### src/design/adcc_consts.svh
`ifndef ADCC_CONSTS_SVH
`define ADCC_CONSTS_SVH

// System clock rate in MHz
`define ADCC_CLK_MHZ 50

// Default busy durations in ns
`define ADCC_BUSY_NS 1000
`define ADCC_BUSY_RAC_NS 1500

// Configuration register width and field positions
`define ADCC_CFG_W 5
`define ADCC_CFG_WIDE 0
`define ADCC_CFG_BIPOLAR 1
`define ADCC_CFG_MS 2
`define ADCC_CFG_RDC 3
`define ADCC_CFG_BINFMT 4
`define ADCC_CFG_RST 5'h00

// Data width and reset value of the result
`define ADCC_DATA_W 16
`define ADCC_DATA_RST 16'h0000

// Positions in the synchroniser vector
`define ADCC_NSYNC 16
`define ADCC_S_RESET 0
`define ADCC_S_CONV 1
`define ADCC_S_CS 2
`define ADCC_S_RD 3
`define ADCC_S_SDI 4
`define ADCC_S_SCLK 5
`define ADCC_S_SCS 6
`define ADCC_S_SERCLK 7
`define ADCC_S_SRC 8
`define ADCC_S_SERPAR 9
`define ADCC_S_MS 10
`define ADCC_S_RDC 11
`define ADCC_S_WIDE 12
`define ADCC_S_BIP 13
`define ADCC_S_BINFMT 14
`define ADCC_S_INV 15

// Synchroniser reset value: active-low selects start at their idle high level
`define ADCC_SYNC_IDLE 16'h004c

`endif

### src/design/adcc_pkg.sv
package adcc_pkg;

  typedef enum logic [1:0] {
    ADCC_UNI_5 = 2'b00,
    ADCC_UNI_10 = 2'b01,
    ADCC_BIP_5 = 2'b10,
    ADCC_BIP_10 = 2'b11
  } adcc_range_t;

  typedef enum logic [0:0] {
    ADCC_IDLE = 1'b0,
    ADCC_CONV = 1'b1
  } adcc_state_t;

  typedef struct packed {
    logic binary_format_sel;
    logic read_during_convert_sel;
    logic master_slave_select;
    logic bipolar_sel;
    logic wide_range_sel;
  } adcc_cfg_t;

endpackage : adcc_pkg

### src/design/adcc_top.sv
// Summary of operation
// - Source select low: range and mode come from serial configuration register.
// - Source select high: range and mode come straight from hardware pins.
// - Serial config bits shift in MSB first, one per config clock edge.
// - Clock-edge invert pin picks which config clock edge samples data.
// - Config chip select enables the serial config port around each write.
// - In parallel mode the config pins drive data bits 13, 14, 15.
// - Busy rises at conversion start, falls on the same clock edge that loads the result into the shift register.
// - Master read-after-convert mode uses a different busy duration.
// - Unipolar ranges: wide low gives 0-5 V, wide high 0-10 V.
// - Bipolar ranges: wide low gives +-5 V, wide high +-10 V.
// - Output bus enabled only while chip select and read both low.
// - Slave serial clock is gated by chip select, not config port.
// - Reset pin high holds device in reset, aborting any conversion.
// - Reset falling edge clears data outputs and configuration register.
`timescale 1ns/1ps
`default_nettype none
`include "adcc_consts.svh"

module adcc_top
  import adcc_pkg::*;
#(
  parameter int BUSY_NS = `ADCC_BUSY_NS,
  parameter int BUSY_RAC_NS = `ADCC_BUSY_RAC_NS
) (
  // Clock and reset
  input wire logic CLK_SYS,
  input wire logic RST_B,
  // Device reset pin and conversion start
  input wire logic RESET_IN,
  input wire logic CONV_START,
  input wire logic [`ADCC_DATA_W-1:0] CONV_RESULT,
  // Hardware configuration pins
  input wire logic CFG_SOURCE_SELECT,
  input wire logic SERIAL_PARALLEL_SELECT,
  input wire logic MASTER_SLAVE_SELECT,
  input wire logic READ_DURING_CONVERT_SEL,
  input wire logic WIDE_RANGE_SEL,
  input wire logic BIPOLAR_SEL,
  input wire logic BINARY_FORMAT_SEL,
  input wire logic CLK_EDGE_INVERT,
  // Shared pins: data bit 13 or config serial data
  input wire logic D13_I,
  output logic D13_O,
  output logic D13_OE,
  // Shared pins: data bit 14 or config serial clock
  input wire logic D14_I,
  output logic D14_O,
  output logic D14_OE,
  // Shared pins: data bit 15 or config chip select
  input wire logic D15_I,
  output logic D15_O,
  output logic D15_OE,
  // Host read interface
  input wire logic CS_B,
  input wire logic RD_B,
  input wire logic SER_CLK_IN,
  output logic [12:0] PAR_DATA_O,
  output logic PAR_DATA_OE,
  output logic SER_DATA_O,
  output logic SER_DATA_OE,
  // Status and effective settings
  output logic BUSY,
  output adcc_cfg_t EFF_CFG,
  output adcc_range_t RANGE_SEL,
  output adcc_cfg_t CFG_REG
);

  localparam logic [15:0] BUSY_CYC =
    16'((BUSY_NS * `ADCC_CLK_MHZ + 999) / 1000);
  localparam logic [15:0] BUSY_RAC_CYC =
    16'((BUSY_RAC_NS * `ADCC_CLK_MHZ + 999) / 1000);

  logic [`ADCC_NSYNC-1:0] pin_vec;
  logic [`ADCC_NSYNC-1:0] meta_ff;
  logic [`ADCC_NSYNC-1:0] sync_ff;
  logic [`ADCC_NSYNC-1:0] prev_ff;
  adcc_state_t state_ff;
  logic [15:0] cnt_ff;
  logic [`ADCC_DATA_W-1:0] sh_ff;
  adcc_cfg_t cfg_ff;
  logic [`ADCC_CFG_W-1:0] cfg_shift_ff;
  logic [7:0] cfg_cnt_ff;
  logic busy_ff;
  logic ser_out_ff;
  adcc_cfg_t hw_cfg;
  adcc_cfg_t eff;
  logic dev_rst;
  logic rst_fall;
  logic conv_rise;
  logic serial_mode;
  logic sw_cfg_mode;
  logic cfg_cs_b;
  logic cfg_edge;
  logic cfg_end;
  logic ser_edge;
  logic bus_en;
  logic rac_mode;
  logic [`ADCC_DATA_W-1:0] fmt_result;

  function automatic logic rise(input logic now_v, input logic old_v);
    rise = now_v & ~old_v;
  endfunction : rise

  assign pin_vec = {CLK_EDGE_INVERT, BINARY_FORMAT_SEL, BIPOLAR_SEL, WIDE_RANGE_SEL,
                    READ_DURING_CONVERT_SEL, MASTER_SLAVE_SELECT, SERIAL_PARALLEL_SELECT,
                    CFG_SOURCE_SELECT, SER_CLK_IN, D15_I, D14_I, D13_I, RD_B, CS_B,
                    CONV_START, RESET_IN};

  // Two-stage synchronisers plus one stage for edge detection
  always_ff @(posedge CLK_SYS or negedge RST_B) begin
    if (!RST_B) begin
      meta_ff <= `ADCC_SYNC_IDLE;
      sync_ff <= `ADCC_SYNC_IDLE;
      prev_ff <= `ADCC_SYNC_IDLE;
    end else begin
      meta_ff <= pin_vec;
      sync_ff <= meta_ff;
      prev_ff <= sync_ff;
    end
  end

  assign dev_rst = sync_ff[`ADCC_S_RESET];
  assign rst_fall = rise(prev_ff[`ADCC_S_RESET], sync_ff[`ADCC_S_RESET]);
  assign conv_rise = rise(sync_ff[`ADCC_S_CONV], prev_ff[`ADCC_S_CONV]);
  assign serial_mode = sync_ff[`ADCC_S_SERPAR];
  assign sw_cfg_mode = serial_mode & ~sync_ff[`ADCC_S_SRC];
  assign cfg_cs_b = sync_ff[`ADCC_S_SCS];

  // Selected config clock edge: rising when invert low, falling when high
  assign cfg_edge = sync_ff[`ADCC_S_INV] ?
                    rise(prev_ff[`ADCC_S_SCLK], sync_ff[`ADCC_S_SCLK]) :
                    rise(sync_ff[`ADCC_S_SCLK], prev_ff[`ADCC_S_SCLK]);
  assign cfg_end = rise(sync_ff[`ADCC_S_SCS], prev_ff[`ADCC_S_SCS]);

  // Serial configuration shifter, MSB first, only while enabled
  always_ff @(posedge CLK_SYS or negedge RST_B) begin
    if (!RST_B) begin
      cfg_shift_ff <= `ADCC_CFG_RST;
      cfg_cnt_ff <= 8'h00;
    end else if (!sw_cfg_mode || cfg_end) begin
      cfg_cnt_ff <= 8'h00;
    end else if (!cfg_cs_b && cfg_edge) begin
      cfg_shift_ff <= {cfg_shift_ff[`ADCC_CFG_W-2:0], sync_ff[`ADCC_S_SDI]};
      if (cfg_cnt_ff != 8'hff) begin
        cfg_cnt_ff <= cfg_cnt_ff + 8'h01;
      end
    end
  end

  // Configuration register: committed at end of a complete write
  always_ff @(posedge CLK_SYS or negedge RST_B) begin
    if (!RST_B) begin
      cfg_ff <= `ADCC_CFG_RST;
    end else if (rst_fall) begin
      cfg_ff <= `ADCC_CFG_RST;
    end else if (sw_cfg_mode && cfg_end && cfg_cnt_ff >= 8'(`ADCC_CFG_W)) begin
      cfg_ff <= cfg_shift_ff;
    end
  end

  assign hw_cfg.binary_format_sel = sync_ff[`ADCC_S_BINFMT];
  assign hw_cfg.read_during_convert_sel = sync_ff[`ADCC_S_RDC];
  assign hw_cfg.master_slave_select = sync_ff[`ADCC_S_MS];
  assign hw_cfg.bipolar_sel = sync_ff[`ADCC_S_BIP];
  assign hw_cfg.wide_range_sel = sync_ff[`ADCC_S_WIDE];
  assign eff = sync_ff[`ADCC_S_SRC] ? hw_cfg : cfg_ff;

  assign rac_mode = serial_mode & ~eff.master_slave_select &
                    ~eff.read_during_convert_sel;
  assign fmt_result = eff.binary_format_sel ? CONV_RESULT :
                      {~CONV_RESULT[`ADCC_DATA_W-1], CONV_RESULT[`ADCC_DATA_W-2:0]};

  // Conversion sequencing and busy
  always_ff @(posedge CLK_SYS or negedge RST_B) begin
    if (!RST_B) begin
      state_ff <= ADCC_IDLE;
      cnt_ff <= 16'h0000;
      busy_ff <= 1'b0;
    end else if (dev_rst) begin
      state_ff <= ADCC_IDLE;
      cnt_ff <= 16'h0000;
      busy_ff <= 1'b0;
    end else begin
      case (state_ff)
        ADCC_IDLE: begin
          if (conv_rise) begin
            state_ff <= ADCC_CONV;
            busy_ff <= 1'b1;
            cnt_ff <= rac_mode ? BUSY_RAC_CYC : BUSY_CYC;
          end
        end
        ADCC_CONV: begin
          if (cnt_ff <= 16'h0001) begin
            state_ff <= ADCC_IDLE;
            busy_ff <= 1'b0;
          end else begin
            cnt_ff <= cnt_ff - 16'h0001;
          end
        end
        default: begin
          state_ff <= ADCC_IDLE;
          busy_ff <= 1'b0;
        end
      endcase
    end
  end

  // Slave serial clock counts only while chip select low
  assign ser_edge = serial_mode & eff.master_slave_select & ~sync_ff[`ADCC_S_CS] &
                    rise(sync_ff[`ADCC_S_SERCLK], prev_ff[`ADCC_S_SERCLK]);

  // Output shift register: loaded at conversion end, shifted by slave clock
  always_ff @(posedge CLK_SYS or negedge RST_B) begin
    if (!RST_B) begin
      sh_ff <= `ADCC_DATA_RST;
      ser_out_ff <= 1'b0;
    end else if (rst_fall) begin
      sh_ff <= `ADCC_DATA_RST;
      ser_out_ff <= 1'b0;
    end else if (!dev_rst && state_ff == ADCC_CONV && cnt_ff <= 16'h0001) begin
      sh_ff <= fmt_result;
      ser_out_ff <= fmt_result[`ADCC_DATA_W-1];
    end else if (ser_edge) begin
      sh_ff <= {sh_ff[`ADCC_DATA_W-2:0], 1'b0};
      ser_out_ff <= sh_ff[`ADCC_DATA_W-2];
    end
  end

  assign bus_en = ~sync_ff[`ADCC_S_CS] & ~sync_ff[`ADCC_S_RD];
  assign PAR_DATA_O = sh_ff[12:0];
  assign PAR_DATA_OE = bus_en & ~serial_mode;
  assign SER_DATA_O = ser_out_ff;
  assign SER_DATA_OE = bus_en & serial_mode;
  assign D13_O = sh_ff[13];
  assign D14_O = sh_ff[14];
  assign D15_O = sh_ff[15];
  assign D13_OE = PAR_DATA_OE;
  assign D14_OE = PAR_DATA_OE;
  assign D15_OE = PAR_DATA_OE;
  assign BUSY = busy_ff;
  assign EFF_CFG = eff;
  assign CFG_REG = cfg_ff;
  assign RANGE_SEL = adcc_range_t'({eff.bipolar_sel, eff.wide_range_sel});

endmodule : adcc_top
`default_nettype wire

### config.mk
export PLATFORM = sky130hd
export DESIGN_NAME = adcc_top
export DESIGN_NICKNAME = d
export VERILOG_FILES = /design/src/design/adcc_pkg.sv /design/src/design/adcc_top.sv
export VERILOG_INCLUDE_DIRS = /design/src /design/src/design
export SDC_FILE = /design/constraint.sdc
export NUM_CORES = 1
export LEC_CHECK = 0
export BUFFER_PORTS_ARGS = -buffer_cell sky130_fd_sc_hd__buf_2
export CORE_MARGIN = 3
export CORE_UTILIZATION = 60
export DETAILED_ROUTE_END_ITERATION = 10
export GPL_TIMING_DRIVEN = 0
export PLACE_DENSITY = 0.87
export SYNTH_ARGS = -nofsm -noshare
export SYNTH_HDL_FRONTEND = slang
export SYNTH_SLANG_ARGS = --single-unit
### constraint.sdc
create_clock -name CLK_SYS -period 3.65 [get_ports CLK_SYS]
set_clock_uncertainty 0.15 [all_clocks]
set_input_delay 0.5475 -clock CLK_SYS [delete_from_list [all_inputs] [get_ports CLK_SYS]]
set_output_delay 0.5475 -clock CLK_SYS [all_outputs]
set_load 0.02 [all_outputs]
==> flow_summary_export.csv <==
group,metric,value,unit
status,status,"finished, final reports clean",
routing,wl_per_cell,15.77,um
synth,yosys-top-cells-count,"82 x dfrtp_1, 49 x nor2_1, 20 x a211oi_1, 20 x mux2i_1",
place,port_buffers,68,
synth,yosysSeqAreaShare,56.62,%
synth,synth-seq-cells,89,
synth,ys_types,57,
synth,yosys.area.top_type,"dfrtp_1",
synth,synth_simple_gate_area_share,17.17,%
cts,clk-insertion-delay-late,0.35,ns
sta,timing.final.crit_share,68.60,%
global_route,grt_max_degree,57,
routing,drc_errors,0,
synth,synth-edff-count,0,
cts,cts_made_buffers,9,
synth,syn_nets,379,
floorplan,fp.coreArea,6131,um2
pwr,pwr-share-comb,26.5,%
place,gp_congestion,0.8447,
min_path,hp-class,"input port to flip-flop",
routing,via_per_inst,5.653,
floorplan,io-pin-count,69,
global_route,grt_overflow,0,
synth,ys.flop_type,"dfrtp_1",
cts,h-tree-depth,3,
critical_path,worstPathArrival,2.60,ns
synth,synth_top_area_share,51.96,%
sta,worst_hold_slack,0.1376,ns
pwr,ir_drop,326.2,uV
floorplan,initial_core_util,64.41,%
floorplan,chipWidth,87.13,um
finish,nFillCells,410,
finish,num_antenna_cells,0,
routing,routed_wl,7902,um
critical_path,worst-setup-path-type,"flip-flop to flip-flop",
sta,fin_ws,1.146,ns
cts,tritoncts,"done",
sta,setup_violations,0,
cts,cts_root_buf,"clkbuf_8",
pwr,p_int,1648,uW
synth,synth_area,3949,um2
sta,tns,0,ns
place,dpl_worst_slack,1.146,ns
global_route,grt_first_pass_wirelength,13350,um
global_route,grt_use_total,22.61,%
global_route,grt_pass1_vias,2970,
synth,synth.area.top_cells,"dfrtp_1 52%, mux2i_1 5.1%, dfstp_2 4.7%, nor2_1 4.7%, a211oi_1 3.8%",
sta,slew_violations,0,
sta,grt_setup_unrepaired,"false",
cts,cts_buffer_depth,2,
sta,max-slew-margin-rel,50.31,%
pwr,total_power,2470,uW
cts,cts_resized,0,
critical_path,max_stage_delay,0.44,ns
synth,ys_warn_count,0,
pwr,seqPwrFrac,48.1,%
routing,vias,2832,
floorplan,dieArea,7591,um2
global_route,antenna_found_initial,0,
cts,path_clk_slew,0.09,ns
routing,dr.pass1.iters,4,
pwr,leakage,0.002221,uW
critical_path,cpMaxStageDelayCell,"dfrtp_1",
synth,synth.most_common_cell,"dfrtp_1",
flow_run,maxCapViolCount,0,
critical_path,critPathTopFamily,"compound AO/OA/AOI/OAI gates",
finish,fin_nets,460,
synth,synth_compound_area_share,9.949,%
routing,drt_iter0_markers,137,
critical_path,crit_buf_inv,2,
finish,syn_to_final_growth,16.76,%
critical_path,cp-end-kind,"flip-flop",
synth,synthAdderAreaFrac,1.584,%
critical_path,cp_cell_sequence,"inv_1 -> ha_1 -> o21bai_1 -> and4bb_4 -> nand3_2 -> clkbuf_1 -> nor2_1 -> a211oi_1",
pwr,power.switching,822.0,uW
synth,synth.avg_cell_area,11.61,um2
floorplan,die-height,87.13,um
routing,ant_nets,0,
synth,async_flop_share,100.0,%
synth,synth_top_family_by_area,"simple AND/OR/NAND/NOR gates",
synth,synthXorXnorAreaFrac,2.662,%
finish,postLayoutCoreUtil,75.20,%
pwr,power.density,535.7,nW/um2
synth,muxShareOfSynthArea,8.587,%
sta,tightestPinTransition,0.7434,ns
pwr,p_clk_share,25.4,%
critical_path,startpoint_type,"flip-flop",
synth,syn_inst,340,
pwr,swShare,33.28,%
critical_path,cp_data_required_time,3.75,ns
place,hpwl,5735,um
cts,cts_num_sinks,89,
floorplan,rows,28,
sta,final_hold_viol_count,0,
critical_path,worstPathMaxFanout,10,
sta,period_needed,2.504,ns
sta,timing.fmax,399.4,MHz
finish,drive_above_1_share,30.52,%
[power groups by stage]
| stage | logic [uW] | clock network, uW | registers (uW) |
|---|---|---|---|
| after CTS | 657 | 639 | 1190 |
| after floorplan | 444 | 0 | 1220 |
| final | 654 | 627 | 1190 |
| after global placement | 621 | 0 | 1200 |
| after global routing | 717 | 692 | 1200 |
| after detailed placement | 650 | 0 | 1200 |
[cells by family (layout without fill, tap and decap cells)]
family,Yosys count,count (layout)
compound gates,54,54
xor+xnor,12,12
fa+ha+maj,5,5
buf+inv,28,114
flops,89,89
mux,32,32
simple gates,120,120
[routing by layer]
layer  up-vias  global-route usage, %  part of all wire, %
li1       1364                      -                    -
met2        77                  37.20                   50
met1      1379                  28.94                   44
met4         0                  9.344                  1.5
met3        12                  5.298                  4.4
met5         -                      0                    0
[worst paths after layout]
kind	startpoint	cells past startpoint	slack, ns	end
worst max-delay path	cnt_ff[0]	8	1.15	sh_ff[8]
worst min-delay path	D15_I	1	0.14	meta_ff[6]
worst max register to register	cnt_ff[0]	8	1.15	sh_ff[8]
worst min register to register	meta_ff[5]	0	0.21	sync_ff[5]
max in group asynchronous	RST_B	3	2.23	sh_ff[2]
min in group asynchronous	RST_B	2	0.53	cnt_ff[0]
[worst register-to-register path: stages (launching register included)]
cell and delay [ns]:
dfrtp_1 0.44, inv_1 0.09, ha_1 0.29, o21bai_1 0.27, and4bb_4 0.32, nand3_2 0.12
clkbuf_1 0.37, nor2_1 0.08, a211oi_1 0.27
[placed cells by master, fill, tap and decap left out, drive strengths merged, types with 2 or more instances in the layout]
| master | netlist | final |
|---|---|---|
| and2 | 2 | 2 |
| nand2b | 7 | 7 |
| inv | 8 | 10 |
| dfrtp | 82 | 82 |
| or4 | 2 | 2 |
| nor2b | 3 | 3 |
| mux2 | 12 | 12 |
| dfstp | 7 | 7 |
| a21oi | 12 | 12 |
| nand3b | 4 | 4 |
| clkbuf | 9 | 19 |
| o21a | 2 | 2 |
| buf | 11 | 80 |
| mux2i | 20 | 20 |
| clkinv | 0 | 2 |
| clkinvlp | 0 | 2 |
| nor3 | 10 | 10 |
| or3 | 4 | 4 |
| nor3b | 3 | 3 |
| nor2 | 49 | 49 |
| nor4 | 7 | 7 |
| o211ai | 4 | 4 |
| nand2 | 11 | 11 |
| o21ai | 4 | 4 |
| nand3 | 7 | 7 |
| nand4 | 5 | 5 |
| xor2 | 4 | 4 |
| xnor2 | 8 | 8 |
| ha | 5 | 5 |
| a211oi | 21 | 21 |
[metrics by stage]
| step | cell area, um2 | instances |
|---|---|---|
| floorplan | 3949 | 340 |
| global placement | 4383 | 483 |
| detailed placement | 4413 | 484 |
| CTS | 4611 | 501 |
| global route | 4611 | 501 |
| finish | 4611 | 501 |
[area by class of cell]
cell class,instances,area (um2),area share (%)
multi-input combinational,223,1578,34.22
buffer,20,105.1,2.280
clock buffer,10,137.6,2.985
inverter,8,30.03,0.6513
tap,75,93.84,2.035
timing repair buffer,70,380.4,8.250
clock inverter,6,50.05,1.085
sequential,89,2236,48.49
[state kept, by name (all words and copies together) (netlist names)]
name,cells
BUSY,1
CFG_REG,5
cfg_cnt_ff,8
cfg_shift_ff,5
cnt_ff,16
meta_ff,16
prev_ff,5
sh_ff,16
state_ff,1
sync_ff,16
[repair_timing]
| item | CTS | global route |
|---|---|---|
| endpoints found under the setup margin | 0 | 0 |
| hold endpoints to repair | 26 | 0 |
| buffers inserted | 0 | 0 |
| hold buffers | 1 | 0 |
No activity file was read; power rests on OpenSTA's default activity.
